$ cat src/verilog/bpp_consts.svh
// Register indices, field positions, reset values and pin constants for the port B/E mux
`ifndef BPP_CONSTS_SVH
`define BPP_CONSTS_SVH

// Register indices; byte address is four times the index
`define BPP_IDX_PB_DATA 10'h001
`define BPP_IDX_PB_DIR 10'h003
`define BPP_IDX_PE_DATA 10'h008
`define BPP_IDX_PE_DIR 10'h009
`define BPP_IDX_PE_ASSIGN 10'h00A

// Function assignment register bit positions
`define BPP_FA_INV_E 0
`define BPP_FA_CAL 1
`define BPP_FA_RDWR 2
`define BPP_FA_STROBE 3
`define BPP_FA_NO_ECLK 4
`define BPP_FA_PIPE 5
`define BPP_FA_CLK_TEST 6
`define BPP_FA_NO_DBE 7

// Function assignment reset values per mode
`define BPP_FA_RST_NORM_EXP 8'h00
`define BPP_FA_RST_SPEC 8'h2C
`define BPP_FA_RST_PERIPH 8'hD0
`define BPP_FA_RST_NORM_SINGLE 8'h90

// Bits that follow write-once / anytime-except-first / anytime policy
`define BPP_FA_ONCE_MASK 8'hAD
`define BPP_FA_CLK_TEST_MASK 8'h40
`define BPP_FA_NO_ECLK_MASK 8'h10
`define BPP_FA_CAL_MASK 8'h02

// Port E direction bits that may be stored; pins 1 and 0 are input only
`define BPP_PE_DIR_MASK 8'hFC
// Port E pins that carry a pull-up
`define BPP_PE_PULL_MASK 8'h8F

// Pin and bus constants
`define BPP_BYTE_ZERO 8'h00
`define BPP_OE_NONE 8'hFF
`define BPP_WORD_ZERO 32'h0000_0000

`endif

$ cat src/verilog/bpp_pkg.sv
// Types shared by the port B/E pin mux
package bpp_pkg;

    typedef enum logic [2:0] {
        BPP_NORM_SINGLE = 3'h0,
        BPP_NORM_EXP_NARROW = 3'h1,
        BPP_NORM_EXP_WIDE = 3'h2,
        BPP_SPEC_SINGLE = 3'h3,
        BPP_SPEC_EXP_NARROW = 3'h4,
        BPP_SPEC_EXP_WIDE = 3'h5,
        BPP_PERIPH = 3'h6
    } bpp_mode_t;

    // Bus-control sources from the core that port E may carry
    typedef struct packed {
        logic e_clock;
        logic data_bus_enable_out;
        logic low_byte_strobe;
        logic read_write;
        logic pipe_status_hi;
        logic pipe_status_lo;
        logic clock_test;
        logic calibration;
    } bpp_alt_t;

    // Low byte of the multiplexed external bus from the core
    typedef struct packed {
        logic [7:0] addr_lo;
        logic [7:0] wdata_lo;
        logic addr_phase;
        logic data_drive;
    } bpp_ext_t;

    typedef struct packed {
        logic init_done;
        logic fa_written;
        logic [7:0] pb_latch;
        logic [7:0] pb_dir;
        logic [7:0] pe_latch;
        logic [7:0] pe_dir;
        logic [7:0] fa;
        logic pready;
        logic pslverr;
        logic [31:0] prdata;
        logic [7:0] pb_out;
        logic [7:0] pb_oe_n;
        logic [7:0] pe_out;
        logic [7:0] pe_oe_n;
        logic [7:0] pe_pull;
        logic [7:0] ext_rdata_lo;
        logic irq_level;
        logic nmi_level;
        logic e_clock_in;
    } bpp_state_t;

endpackage : bpp_pkg

$ cat src/verilog/bpp_port_mux.sv
// Port B and port E pin logic with APB register access
//
// The APB slave port was left to the implementer.
`timescale 1ns/1ps
`include "bpp_consts.svh"

////////////////////////////////////////////////////////////////////////////////
// Functional notes
// - Expanded modes: port B carries low address, plus data in wide modes
// - Single-chip: port B is GPIO by direction
// - Port B registers absent in expanded/peripheral
// - Direction 0 input, 1 output
// - PE1/PE0 input only, readable, direction reads zero
// - Port E registers absent periph or emulated in expanded
// - One pull-up bit, input pins only
// - Alternate function overrides direction bit
// - Assignment register reset depends on mode
// - Special expanded: bus controls active from reset
// - Peripheral: assignment hidden, clock test set
// - No-data-enable write policy and PE7 choice
// - Clock test bit policy and PE6 output
// - Pipe status enable policy and PE6/PE5
// - No-E-clock bit write policy by mode
// - E clock input in peripheral, else output
// - PE4 E clock unless bit set or single-chip stretch
// - Port E registers accessible unless periph or emulated in expanded, dir reset zero
// - Strobe enable drives PE3 outside excluded modes
// - Read/write enable drives PE2 outside single-chip
// - Inverted-E select picks PE7 signal
module bpp_port_mux
    import bpp_pkg::*;
(
    // Clock, reset, enable
    input wire logic pclk,
    input wire logic presetn,
    input wire logic clk_en,
    // APB slave
    input wire logic psel,
    input wire logic penable,
    input wire logic pwrite,
    input wire logic [11:0] paddr,
    input wire logic [31:0] pwdata,
    output logic [31:0] prdata,
    output logic pready,
    output logic pslverr,
    // Mode and controls held outside this block
    input wire bpp_mode_t mode,
    input wire logic emulate_port_e,
    input wire logic e_stretch_mode,
    input wire logic pull_up_port_e,
    // Core side of the external bus and bus controls
    input wire bpp_ext_t ext_bus,
    input wire bpp_alt_t alt_src,
    output logic [7:0] ext_rdata_lo,
    output logic e_clock_in,
    output logic irq_level,
    output logic nonmaskable_irq_in,
    // Port B pins
    input wire logic [7:0] pb_in,
    output logic [7:0] pb_out,
    output logic [7:0] pb_oe_n,
    // Port E pins
    input wire logic [7:0] pe_in,
    output logic [7:0] pe_out,
    output logic [7:0] pe_oe_n,
    output logic [7:0] pe_pull_en
);

    ////////////////////////////////////////////////////////////////////////////
    // Mode helpers

    function automatic logic is_expanded(input bpp_mode_t m);
        is_expanded = (m == BPP_NORM_EXP_NARROW) || (m == BPP_NORM_EXP_WIDE) ||
                      (m == BPP_SPEC_EXP_NARROW) || (m == BPP_SPEC_EXP_WIDE);
    endfunction : is_expanded

    function automatic logic is_single(input bpp_mode_t m);
        is_single = (m == BPP_NORM_SINGLE) || (m == BPP_SPEC_SINGLE);
    endfunction : is_single

    function automatic logic is_special(input bpp_mode_t m);
        is_special = (m == BPP_SPEC_SINGLE) || (m == BPP_SPEC_EXP_NARROW) ||
                     (m == BPP_SPEC_EXP_WIDE);
    endfunction : is_special

    function automatic logic [7:0] fa_reset(input bpp_mode_t m);
        case (m)
            BPP_NORM_SINGLE: fa_reset = `BPP_FA_RST_NORM_SINGLE;
            BPP_PERIPH: fa_reset = `BPP_FA_RST_PERIPH;
            BPP_SPEC_SINGLE,
            BPP_SPEC_EXP_NARROW,
            BPP_SPEC_EXP_WIDE: fa_reset = `BPP_FA_RST_SPEC;
            default: fa_reset = `BPP_FA_RST_NORM_EXP;
        endcase
    endfunction : fa_reset

    // Bits of the assignment register that the next write may change
    function automatic logic [7:0] fa_write_mask(input bpp_mode_t m, input logic written);
        logic [7:0] msk;
        msk = `BPP_FA_CAL_MASK;
        if (is_special(m)) begin
            if (written) begin
                msk = msk | `BPP_FA_ONCE_MASK | `BPP_FA_CLK_TEST_MASK;
            end
        end else if (!written) begin
            msk = msk | `BPP_FA_ONCE_MASK;
        end
        if (m == BPP_SPEC_SINGLE) begin
            msk = msk | `BPP_FA_NO_ECLK_MASK;
        end else if ((m == BPP_NORM_SINGLE) && !written) begin
            msk = msk | `BPP_FA_NO_ECLK_MASK;
        end
        fa_write_mask = msk;
    endfunction : fa_write_mask

    // Pin level for inputs, latch for outputs
    function automatic logic [7:0] gpio_read(input logic [7:0] pins, input logic [7:0] latch,
                                             input logic [7:0] dir);
        gpio_read = (pins & ~dir) | (latch & dir);
    endfunction : gpio_read

    ////////////////////////////////////////////////////////////////////////////
    // State

    bpp_state_t r_ff;
    bpp_state_t nxt_r;

    logic [7:0] fa_eff;
    logic [9:0] idx;
    logic pb_present;
    logic pe_present;
    logic fa_present;
    logic hit;
    logic [7:0] rd_byte;
    logic [7:0] wmask;
    logic [7:0] alt_oe;
    logic [7:0] alt_val;
    logic [7:0] pe_gpio_dir;
    logic single_m;
    logic exp_m;
    logic periph_m;

    always_comb begin
        nxt_r = r_ff;
        single_m = is_single(mode);
        exp_m = is_expanded(mode);
        periph_m = (mode == BPP_PERIPH);

        // Mode reset value is caught on the first enabled edge after release
        fa_eff = r_ff.init_done ? r_ff.fa : fa_reset(mode);
        if (!r_ff.init_done) begin
            nxt_r.init_done = 1'b1;
            nxt_r.fa = fa_reset(mode);
        end

        ////////////////////////////////////////////////////////////////////////
        // Register decode

        pb_present = single_m;
        pe_present = !periph_m && !(exp_m && emulate_port_e);
        fa_present = !periph_m;
        idx = paddr[11:2];
        hit = 1'b0;
        rd_byte = `BPP_BYTE_ZERO;
        if (paddr[1:0] == 2'h0) begin
            case (idx)
                `BPP_IDX_PB_DATA: begin
                    hit = pb_present;
                    rd_byte = gpio_read(pb_in, r_ff.pb_latch, r_ff.pb_dir);
                end
                `BPP_IDX_PB_DIR: begin
                    hit = pb_present;
                    rd_byte = r_ff.pb_dir;
                end
                `BPP_IDX_PE_DATA: begin
                    hit = pe_present;
                    rd_byte = gpio_read(pe_in, r_ff.pe_latch, pe_gpio_dir);
                end
                `BPP_IDX_PE_DIR: begin
                    hit = pe_present;
                    rd_byte = r_ff.pe_dir & `BPP_PE_DIR_MASK;
                end
                `BPP_IDX_PE_ASSIGN: begin
                    hit = fa_present;
                    rd_byte = fa_eff;
                end
                default: begin
                    hit = 1'b0;
                    rd_byte = `BPP_BYTE_ZERO;
                end
            endcase
        end

        ////////////////////////////////////////////////////////////////////////
        // APB: one wait cycle, then pready; writes land on the pready edge

        nxt_r.pready = psel && penable && !r_ff.pready;
        nxt_r.pslverr = 1'b0;
        nxt_r.prdata = `BPP_WORD_ZERO;
        if (psel && penable && !r_ff.pready) begin
            nxt_r.pslverr = !hit;
            nxt_r.prdata = (pwrite || !hit) ? `BPP_WORD_ZERO : {24'h00_0000, rd_byte};
        end
        wmask = fa_write_mask(mode, r_ff.fa_written);
        if (psel && penable && r_ff.pready && pwrite && hit) begin
            case (idx)
                `BPP_IDX_PB_DATA: nxt_r.pb_latch = pwdata[7:0];
                `BPP_IDX_PB_DIR: nxt_r.pb_dir = pwdata[7:0];
                `BPP_IDX_PE_DATA: nxt_r.pe_latch = pwdata[7:0];
                `BPP_IDX_PE_DIR: nxt_r.pe_dir = pwdata[7:0] & `BPP_PE_DIR_MASK;
                `BPP_IDX_PE_ASSIGN: begin
                    nxt_r.fa = (fa_eff & ~wmask) | (pwdata[7:0] & wmask);
                    nxt_r.fa_written = 1'b1;
                end
                default: nxt_r.fa_written = r_ff.fa_written;
            endcase
        end

        ////////////////////////////////////////////////////////////////////////
        // Port E alternate functions

        alt_oe = `BPP_BYTE_ZERO;
        alt_val = `BPP_BYTE_ZERO;
        // PE7: data enable or inverted E in expanded, else calibration when enabled
        if (exp_m && !fa_eff[`BPP_FA_NO_DBE]) begin
            alt_oe[7] = 1'b1;
            alt_val[7] = fa_eff[`BPP_FA_INV_E] ? !alt_src.e_clock :
                         alt_src.data_bus_enable_out;
        end else if (fa_eff[`BPP_FA_CAL]) begin
            alt_oe[7] = 1'b1;
            alt_val[7] = alt_src.calibration;
        end
        // PE6: pipe status wins over the clock test output
        if (exp_m && fa_eff[`BPP_FA_PIPE]) begin
            alt_oe[6] = 1'b1;
            alt_val[6] = alt_src.pipe_status_hi;
        end else if (fa_eff[`BPP_FA_CLK_TEST] && !single_m &&
                     !(exp_m && !is_special(mode))) begin
            alt_oe[6] = 1'b1;
            alt_val[6] = alt_src.clock_test;
        end
        if (exp_m && fa_eff[`BPP_FA_PIPE]) begin
            alt_oe[5] = 1'b1;
            alt_val[5] = alt_src.pipe_status_lo;
        end
        // PE4: E clock; a peripheral-mode E is taken in, never driven
        if (periph_m) begin
            alt_oe[4] = 1'b1;
            alt_val[4] = 1'b0;
        end else if (!fa_eff[`BPP_FA_NO_ECLK] && !(single_m && e_stretch_mode)) begin
            alt_oe[4] = 1'b1;
            alt_val[4] = alt_src.e_clock;
        end
        if (fa_eff[`BPP_FA_STROBE] && !single_m && (mode != BPP_NORM_EXP_NARROW)) begin
            alt_oe[3] = 1'b1;
            alt_val[3] = alt_src.low_byte_strobe;
        end
        if (fa_eff[`BPP_FA_RDWR] && !single_m) begin
            alt_oe[2] = 1'b1;
            alt_val[2] = alt_src.read_write;
        end

        // Direction bits matter only where no alternate function owns the pin
        pe_gpio_dir = r_ff.pe_dir & `BPP_PE_DIR_MASK & ~alt_oe;
        nxt_r.pe_out = (alt_val & alt_oe) | (r_ff.pe_latch & pe_gpio_dir);
        nxt_r.pe_oe_n = ~((alt_oe & ~{3'h0, periph_m, 4'h0}) | pe_gpio_dir);
        nxt_r.pe_pull = pull_up_port_e ? (`BPP_PE_PULL_MASK & nxt_r.pe_oe_n) :
                        `BPP_BYTE_ZERO;
        nxt_r.irq_level = pe_in[1];
        nxt_r.nmi_level = pe_in[0];
        nxt_r.e_clock_in = periph_m ? pe_in[4] : 1'b0;

        ////////////////////////////////////////////////////////////////////////
        // Port B: bus byte in expanded and peripheral, GPIO in single chip

        nxt_r.ext_rdata_lo = pb_in;
        if (single_m) begin
            nxt_r.pb_out = r_ff.pb_latch;
            nxt_r.pb_oe_n = ~r_ff.pb_dir;
        end else if (mode == BPP_NORM_EXP_NARROW || mode == BPP_SPEC_EXP_NARROW) begin
            nxt_r.pb_out = ext_bus.addr_lo;
            nxt_r.pb_oe_n = `BPP_BYTE_ZERO;
        end else begin
            nxt_r.pb_out = ext_bus.addr_phase ? ext_bus.addr_lo : ext_bus.wdata_lo;
            nxt_r.pb_oe_n = (ext_bus.addr_phase || ext_bus.data_drive) ?
                            `BPP_BYTE_ZERO : `BPP_OE_NONE;
        end
    end

    ////////////////////////////////////////////////////////////////////////////
    // Register stage; outputs settle one cycle behind their sources

    always_ff @(posedge pclk or negedge presetn) begin
        if (!presetn) begin
            r_ff <= '0;
            r_ff.pb_oe_n <= `BPP_OE_NONE;
            r_ff.pe_oe_n <= `BPP_OE_NONE;
        end else if (clk_en) begin
            r_ff <= nxt_r;
        end
    end

    assign prdata = r_ff.prdata;
    assign pready = r_ff.pready;
    assign pslverr = r_ff.pslverr;
    assign pb_out = r_ff.pb_out;
    assign pb_oe_n = r_ff.pb_oe_n;
    assign pe_out = r_ff.pe_out;
    assign pe_oe_n = r_ff.pe_oe_n;
    assign pe_pull_en = r_ff.pe_pull;
    assign ext_rdata_lo = r_ff.ext_rdata_lo;
    assign e_clock_in = r_ff.e_clock_in;
    assign irq_level = r_ff.irq_level;
    assign nonmaskable_irq_in = r_ff.nmi_level;

endmodule : bpp_port_mux

$ cat config.mk
export PLATFORM = sky130hd
export DESIGN_NAME = bpp_port_mux
export DESIGN_NICKNAME = d
export VERILOG_FILES = /design/src/verilog/bpp_pkg.sv /design/src/verilog/bpp_port_mux.sv
export VERILOG_INCLUDE_DIRS = /design/src /design/src/verilog
export SDC_FILE = /design/constraint.sdc
export NUM_CORES = 1
export LEC_CHECK = 0
export BUFFER_PORTS_ARGS = -buffer_cell sky130_fd_sc_hd__buf_2
export CAP_MARGIN = 20
export CORE_UTILIZATION = 30
export CTS_CLUSTER_SIZE = 14
export DETAILED_ROUTE_END_ITERATION = 10
export PLACE_DENSITY_LB_ADDON = 0.25
export SLEW_MARGIN = 25
export SYNTH_ARGS = -nofsm -noshare
export SYNTH_HDL_FRONTEND = slang
export SYNTH_SLANG_ARGS = --single-unit
$ cat constraint.sdc
create_clock -name pclk -period 3.2 [get_ports pclk]
set_clock_uncertainty 0.1 [all_clocks]
set_input_delay 0.16 -clock pclk [delete_from_list [all_inputs] [get_ports pclk]]
set_output_delay 0.16 -clock pclk [all_outputs]
set_load 0.05 [all_outputs]
==> results.cfg, run 1 <==
[run_status]
status = complete, no violations

[cells_and_area]
most-common-layout-cells = buf_2, dfrtp_1, mux2_2
design_area_mm2 = 0.00627
final_util = 0.359
area_growth_pct = 16.0
final_common_cell = buf_2
drive_gt1_frac = 0.357
diodes = 0
nets = 732

[floorplanning]
die_w_um = 136
start_util = 0.310
rows = 48
fp.coreArea_mm2 = 0.0175
dieArea_mm2 = 0.0186
die_height_um = 136
ios = 183

[clocking]
cts_made_buffers = 9
clockRootBuffer = clkbuf_16
htreeDepth = 3
cts_tree = yes
post-cts-setup-buffers = 0
clk_pin_slew_ns = 0.06
cts.sinks = 91
worstSkewPairLatency_ns = 0.35
cts_max_path_buffers = 2

[global_route]
grt_max_degree = 51
grt.overflow.total = 0
grt_pass1_vias = 4204
grt_pass1_wl_um = 23200
grt_usage = 0.169
antenna_found_initial = 2

[route]
ant_nets = 0
num_vias = 4237
remaining_drc_errors = 0
drt_iter0_drc = 178
wl_um = 14800
wl_per_cell_um = 17.2
firstDrtPassIters = 5
viasPerCell = 4.91

[synth]
synth_edf_count = 0
yosysSeqAreaShare = 0.424
dominantRegCellSynth = dfrtp_1
yosys_warnings = 0
synth_seq_cells = 91
yosysUniqueCellTypes = 61
postSynth.asyncResetShare = 1.00
syn_inst = 543
syn-cell-area_mm2 = 0.00541
syn_avg_cell_area_um2 = 9.96

[timing]
setup_violations = 0
fin_crit_ns = 2.36
worst_pin_slew_ns = 0.723
fin_tns_setup_ns = 0
slew_headroom = 0.514
max_freq_ghz = 0.424
rsz0062_at_grt = false
min_period_over_period = 0.737
final_hold_viol_count = 0
drv_slew = 0

[power]
p_per_area_mw_per_mm2 = 475
leakage_nw = 2.95
peakVddDrop_v = 0.000207

[place]
portBuffers = 127
place.gp.congestion = 0.821
dpl.hpwl_um = 11100
placedInstanceArea_mm2 = 0.00584

[run]
drv_cap = 0

[critical_path]
cpPeakStageDelay_ns = 0.81
crit_chain = inv_1 > o221ai_1 > nand3_1 > mux2_2 > nand2_1 > a22oi_1
critPathLaunchType = flop
cp_max_fo = 24
crit_buf_inv = 1
cp.arrival_ns = 2.47
crit_required_ns = 3.31
worst-setup-path-type = reg2reg
end_kind = flop
cp_top_family = flip-flops
cp_slowest_cell = dfrtp_1
reg2reg_slack_ns = 0.84

[hold_path]
hold_path.class = in2reg
## layer usage
| layer | vias to the layer above | global-route usage | routed length (µm) |
|---|---|---|---|
| met2 | 158 | 0.259 | 6780 |
| li1 | 2012 | - | - |
| met1 | 2043 | 0.221 | 6720 |
| met3 | 22 | 0.0399 | 991 |
| met4 | 2 | 0.0809 | 335 |
| met5 | - | 0 | 8 |
## final cells by class
class	instances	area (µm²)
Timing Repair Buffer	152	876
Tap cell	225	282
Clock buffer	14	274
Multi-Input combinational cell	365	2480
Sequential cell	91	2290
Inverter	14	52.6
Clock inverter	2	10.0
Fill cell	1825	11200
## worst paths after layout
kind / from / end / cells past startpoint
hold / removal: alt_src[2] / pe_out[5] / 3
hold reg to reg: pe_out[7] / pe_out[7] / 2
setup / recovery: r_ff[126] / prdata[7] / 6
max in group asynchronous: presetn / pb_oe_n[2] / 3
setup reg to reg: r_ff[126] / prdata[7] / 6
min in group asynchronous: presetn / ext_rdata_lo[6] / 2
## kinds of logic (layout without fill, tap and decap cells)
| family | Yosys count | after routing | share of synthesized area |
|---|---|---|---|
| other | 2 | 31 | 0.00139 |
| AOI/OAI and AO/OA | 129 | 129 | 0.157 |
| adders and majority gates | 1 | 1 | 0.00231 |
| DFF | 91 | 91 | 0.424 |
| buffers and inverters | 116 | 182 | 0.137 |
| xor gates and xnor gates | 2 | 2 | 0.00324 |
| and+or+nand+nor | 138 | 138 | 0.146 |
| muxes | 64 | 64 | 0.130 |
## state kept, by name, indices dropped and copies added, names as in the netlist
| name | count |
|---|---|
| pslverr | 1 |
| r_ff | 38 |
| pe_out | 6 |
| pready | 1 |
| pb_oe_n | 8 |
| ext_rdata_lo | 8 |
| pb_out | 8 |
| pe_oe_n | 6 |
| irq_level | 1 |
| nonmaskable_irq_in | 1 |
| e_clock_in | 1 |
| pe_pull_en | 4 |
| prdata | 8 |
## stage by stage
stage | cells | hold slack, ns | total power, mW | setup WS (ns)
finish | 863 | 0.0133 | 2.98 | 0.840
floorplan | 572 | -0.236 | 1.86 | 1.12
global placement | 832 | 0.0953 | 1.95 | 0.691
CTS | 863 | 0.00684 | 3.02 | 0.844
detailed placement | 832 | 0.101 | 1.96 | 0.662
global route | 863 | 0.0310 | 3.12 | 0.715
## power breakdown
group	total [mW]	internal, mW	switching (mW)	leakage [nW]
Combinational	0.685	0.184	0.501	1.67
Sequential	1.26	1.23	0.0344	1.14
Clock	1.03	0.589	0.443	0.143
## worst reg2reg max path, delay by kind of cell (launching register included)
family | cells | cell delay (ns)
and+or+nand+nor | 2 | 0.21
AOI/OAI and AO/OA | 2 | 0.51
DFF | 1 | 0.81
buffers and inverters | 1 | 0.30
muxes | 1 | 0.29
## repair_timing
item / in CTS / in global routing
hold buffers: 15 / 0
endpoints found under the hold margin: 55 / 0
gates resized for setup: 0 / 0
## synthesized netlist by cell type, types with 3 or more instances
cell type | count | share of area
nand2b_1 | 13 | 0.015
o21a_1 | 3 | 0.0042
inv_1 | 14 | 0.0097
nand2_1 | 49 | 0.034
o21bai_1 | 3 | 0.0042
dfrtp_1 | 77 | 0.36
o21ai_0 | 45 | 0.042
nor3_1 | 4 | 0.0037
nand3_1 | 11 | 0.010
buf_1 | 5 | 0.0035
buf_4 | 80 | 0.11
clkbuf_1 | 14 | 0.0097
o2bb2ai_1 | 7 | 0.011
and3_1 | 6 | 0.0069
mux2i_1 | 14 | 0.026
a2bb2oi_1 | 5 | 0.0081
o22a_1 | 8 | 0.013
o211ai_1 | 3 | 0.0042
o32ai_1 | 4 | 0.0065
a21oi_1 | 20 | 0.019
nor4_4 | 3 | 0.012
o31ai_1 | 7 | 0.0097
and4_1 | 4 | 0.0065
a22oi_1 | 7 | 0.0097
nor2_1 | 22 | 0.015
mux2_2 | 50 | 0.10
dfstp_2 | 14 | 0.068
and2_1 | 4 | 0.0046
buf_2 | 3 | 0.0028
No activity file was read; power rests on OpenSTA's default activity.
==> run 2: changes to the inputs <==
--- a/config.mk
+++ b/config.mk
@@ -6,6 +6,7 @@
 export SDC_FILE = /design/constraint.sdc
 export NUM_CORES = 1
 export LEC_CHECK = 0
+export ABC_AREA = 1
 export BUFFER_PORTS_ARGS = -buffer_cell sky130_fd_sc_hd__buf_2
 export CAP_MARGIN = 20
 export CORE_UTILIZATION = 30
==> constraint.sdc (replaced) <==
create_clock -name pclk -period 2.5 [get_ports pclk]
set_clock_uncertainty 0.1 [all_clocks]
set_input_delay 0.125 -clock pclk [delete_from_list [all_inputs] [get_ports pclk]]
set_output_delay 0.125 -clock pclk [all_outputs]
set_load 0.05 [all_outputs]
==> run 2 against run 1 <==
Count of clock-buffer cells in the layout is 4 lower. Largest power group unchanged. Die area is 4.4% higher. Design area is 5.9% higher. Total power is 38% higher. Sequential share of layout area is 2.0 points lower.
==> results.cfg, run 2 <==
[global_route]
antenna_found_initial = 0
grt.overflow.total = 0
grt_pass1_wl_um = 27000
grt_max_degree = 62
grt_pass1_vias = 4783
grt_usage = 0.181

[power]
leakage_nw = 3.58
p_per_area_mw_per_mm2 = 619
peakVddDrop_v = 0.000282

[route]
firstDrtPassIters = 5
remaining_drc_errors = 0
drt_iter0_drc = 348
wl_per_cell_um = 15.7
ant_nets = 0
viasPerCell = 4.66
num_vias = 5147
wl_um = 17400

[cells_and_area]
fillers = 2000
area_growth_pct = 17.6
regMostFlops = r_ff
final_common_cell = nand2_1
multi_input_area_mm2 = 0.00251
diodes = 0
drive_gt1_frac = 0.236
most-common-layout-cells = nand2_1, buf_2, dfrtp_1
final_util = 0.365
largest_reg_flops = 38
nets = 970
regArea_mm2 = 0.00229

[synth]
synthTopCellsByArea = dfrtp_1, nand2_1, buf_4
dominantRegCellSynth = dfrtp_1
postSynth.asyncResetShare = 1.00
syn_avg_cell_area_um2 = 7.34
synthTopCellsByCount = nand2_1, buf_4, dfrtp_1, inv_1, a21oi_1
yosys_warnings = 0
yosysSeqAreaShare = 0.406
netlist.area_leader.share = 0.341
synth.largest_area_cell = dfrtp_1
syn_inst = 770
synth_edf_count = 0
yosysUniqueCellTypes = 45
yosysMostFrequentCell = nand2_1
syn-cell-area_mm2 = 0.00565
synth_seq_cells = 91

[clocking]
cts.sinks = 91
htreeDepth = 3
cts_made_buffers = 9
worstSkewPairLatency_ns = 0.35
clk_pin_slew_ns = 0.07
post-cts-setup-buffers = 0
clockRootBuffer = clkbuf_16
cts_max_path_buffers = 2
cts_tree = yes
cts-resized-gates = 0

[floorplanning]
die_height_um = 139
ios = 183
start_util = 0.310
fp.coreArea_mm2 = 0.0182
die_w_um = 139
rows = 49
dieArea_mm2 = 0.0194

[timing]
rsz0062_at_grt = false
min_period_over_period = 0.936
slew_headroom = 0.547
fin_ws_ns = 0.161
final_hold_viol_count = 0
max_freq_ghz = 0.427
fin_crit_ns = 2.34
worst_pin_slew_ns = 0.679
fin_tns_setup_ns = 0
drv_slew = 0
setup_violations = 0

[place]
dpl.hpwl_um = 13000
portBuffers = 127
dp_slack_ns = 0.318
place.gp.congestion = 0.903

[critical_path]
cp_max_fo = 8
crit_required_ns = 2.69
end_kind = flop
worst-setup-path-type = reg2reg
critPathLaunchType = flop
cp.arrival_ns = 2.53

[run]
drv_cap = 0

[hold_path]
hold_path.class = in2reg

[run_status]
status = complete, no violations
## run 2: path summary, 6_finish.rpt
path                                 start               to  slack [ns]  depth (start not counted)
min reg2reg                ext_rdata_lo[6]  ext_rdata_lo[6]        0.37                          2
min in group asynchronous          presetn  ext_rdata_lo[1]        0.22                          2
min                            ext_bus[14]        pb_out[4]       0.007                          3
max                              r_ff[126]        pe_out[6]        0.16                          8
max in group asynchronous          presetn       pe_oe_n[4]        1.41                          3
max reg2reg                      r_ff[126]        pe_out[6]        0.16                          8
## run 2: what timing repair did
action | 4_1_cts | 5_1_grt
hold buffers | 27 | 0
setup endpoints to repair | 0 | 0
endpoints found under the hold margin | 70 | 0
## run 2: area by class of cell
class                   count  area share
clock inverters             6      0.0136
well taps                 229      0.0431
inverters                  59      0.0343
clock buffers              10      0.0345
flip-flops and latches     91       0.345
multi-input cells         544       0.377
repair buffers            166       0.152
## run 2: worst max-delay path, stage by stage, from the launching register on
cell	delay, ns
dfrtp_1	0.48
inv_1	0.19
nand3_1	0.15
nand2_1	0.23
nand3_2	0.19
inv_1	0.13
nand2_1	0.06
a41oi_1	0.18
dlygate4sd3_1	0.56
## run 2: power by group
part	internal (mW)	switching, mW
clock	0.881	0.624
combinational	0.240	0.735
sequential	1.58	0.0489
## run 2: cell families after synthesis
| group | Yosys count | synth area share |
|---|---|---|
| other | 2 | 0.00133 |
| flip-flops | 91 | 0.406 |
| buffers and inverters | 164 | 0.170 |
| adder cells (fa/ha/maj) | 1 | 0.00221 |
| AND/OR/NAND/NOR | 390 | 0.299 |
| AO/OA/AOI/OAI | 122 | 0.121 |
## run 2: layer usage
| layer | up-vias | track usage | wire, µm |
|---|---|---|---|
| met5 | - | 0 | 0 |
| met4 | 0 | 0.0544 | 278 |
| met2 | 155 | 0.282 | 7840 |
| li1 | 2569 | - | - |
| met1 | 2404 | 0.257 | 8340 |
| met3 | 19 | 0.0282 | 923 |
## run 2: metrics by stage
| step | hold WS, ns | instance area [µm²] | cells | total power [mW] |
|---|---|---|---|---|
| final | 0.00701 | 6650 | 1105 | 4.11 |
| after CTS | 0.00150 | 6650 | 1105 | 4.14 |
| after detailed placement | 0.0562 | 6060 | 1062 | 2.61 |
| after global placement | 0.0603 | 6060 | 1062 | 2.60 |
| after floorplan | -0.271 | 5760 | 799 | 2.46 |
| after global routing | 0.0201 | 6650 | 1105 | 4.28 |
==> run 3: changes to the inputs <==
--- a/config.mk
+++ b/config.mk
@@ -7,11 +7,13 @@
 export NUM_CORES = 1
 export LEC_CHECK = 0
 export ABC_AREA = 1
-export BUFFER_PORTS_ARGS = -buffer_cell sky130_fd_sc_hd__buf_2
+export BUFFER_PORTS_ARGS = -buffer_cell sky130_fd_sc_hd__buf_4
 export CAP_MARGIN = 20
+export CORE_ASPECT_RATIO = 1.1
 export CORE_UTILIZATION = 30
 export CTS_CLUSTER_SIZE = 14
 export DETAILED_ROUTE_END_ITERATION = 10
+export GPL_ROUTABILITY_DRIVEN = 0
 export PLACE_DENSITY_LB_ADDON = 0.25
 export SLEW_MARGIN = 25
 export SYNTH_ARGS = -nofsm -noshare
==> run 3 against run 2 <==
Combinational power up 9%. Highest routed layer unchanged. Count of clock-buffer cells in the layout up 2. Design area up 5.9%.
==> results.cfg, run 3 (synthesis results as in run 2) <==
[timing]
fin_crit_ns = 2.03
fin_tns_setup_ns = 0
max_freq_ghz = 0.493
rsz0062_at_grt = false
final_hold_viol_count = 0
drv_slew = 0
worst_pin_slew_ns = 0.521
min_period_over_period = 0.812
fin_ws_ns = 0.471
slew_headroom = 0.651
hold_slack_ns = 0.00457
setup_violations = 0

[floorplanning]
die_w_um = 133
rows = 52
dieArea_mm2 = 0.0194
start_util = 0.307
die_height_um = 146
ios = 183
fp.coreArea_mm2 = 0.0184

[global_route]
grt_pass1_vias = 4928
grt.overflow.total = 0
grt_usage = 0.186
grt_pass1_wl_um = 27300
antenna_found_initial = 0
grt_max_degree = 44

[cells_and_area]
most-common-layout-cells = nand2_1, buf_4, dfrtp_1
regArea_mm2 = 0.00229
area_growth_pct = 24.5
regMostFlops = r_ff
stdcell_count = 1126
nets = 977
drive_gt1_frac = 0.242
final_common_cell = nand2_1
multi_input_area_mm2 = 0.00251
largest_reg_flops = 38
diodes = 0
fillers = 1954

[clocking]
clockRootBuffer = clkbuf_16
cts_made_buffers = 9
clk_pin_slew_ns = 0.07
cts_tree = yes
cts.sinks = 91
cts_max_path_buffers = 2
worstSkewPairLatency_ns = 0.35
htreeDepth = 3

[place]
portBuffers = 127
dp_slack_ns = 0.395
dpl.hpwl_um = 13300
dp.cells = 1082

[critical_path]
critPathLaunchType = flop
cp.arrival_ns = 2.18
worst-setup-path-type = reg2reg
crit_required_ns = 2.65
r2r_cells = 10
end_kind = flop
cp_max_fo = 8

[run]
drv_cap = 0

[power]
leakage_nw = 3.71
p_per_area_mw_per_mm2 = 596
peakVddDrop_v = 0.000333
power.total_mw = 4.19

[hold_path]
hold_path.class = in2reg
whs_path_depth = 3

[route]
drt_iter0_drc = 410
remaining_drc_errors = 0
wl_um = 17700
viasPerCell = 4.55
wl_per_cell_um = 15.7
num_vias = 5119
firstDrtPassIters = 7
ant_nets = 0

[run_status]
status = complete, no violations
-- run 3: final timing paths --
kind                                 startpoint               to  slack (ns)
worst max-delay path                  r_ff[126]        prdata[5]        0.47
worst min-delay path                ext_bus[13]        pb_out[3]       0.005
worst max register to register        r_ff[126]        prdata[5]        0.47
worst min register to register  ext_rdata_lo[4]  ext_rdata_lo[4]        0.37
max in group asynchronous               presetn        r_ff[114]        1.50
min in group asynchronous               presetn  ext_rdata_lo[1]        0.14
-- run 3: area by class of cell --
cell class | count | share of cell area
Clock buffer | 12 | 0.0379
Clock inverter | 4 | 0.00783
Inverter | 59 | 0.0324
Multi-Input combinational cell | 544 | 0.356
Sequential cell | 91 | 0.326
Tap cell | 243 | 0.0432
Timing Repair Buffer | 173 | 0.196
-- run 3: layer usage --
layer | vias to the layer above | GRT usage | share of wire
li1 | 2577 | - | -
met1 | 2375 | 0.251 | 0.46
met2 | 145 | 0.302 | 0.48
met3 | 22 | 0.0244 | 0.040
met4 | 0 | 0.0672 | 0.022
met5 | - | 0 | 0
-- run 3: per-stage QoR --
stage / utilization / area, µm²
6_report: 0.382 / 7040
5_1_grt: 0.382 / 7040
4_1_cts: 0.382 / 7040
3_5_place_dp: 0.349 / 6430
3_3_place_gp: 0.349 / 6430
2_1_floorplan: - / 5760
-- run 3: critical path, stage by stage, from the launching register on --
cell and delay, ns:
dfrtp_1 0.49, inv_1 0.17, nand3_1 0.17, nand2_1 0.24, nand3_2 0.21, nand3_1 0.17
inv_1 0.05, o21ai_1 0.12, nand2_1 0.06, nand2_1 0.08, nand2_1 0.05
-- run 3: report_power, final --
| group | internal, mW | total [mW] | switching (mW) |
|---|---|---|---|
| logic | 0.325 | 1.06 | 0.740 |
| registers | 1.59 | 1.64 | 0.0518 |
| clock network | 0.865 | 1.49 | 0.624 |
-- run 3: repair_timing --
item,4_1_cts,5_1_grt
resized for setup,0,0
setup buffers,0,0
hold buffers,28,0
endpoints found under the hold margin,110,0
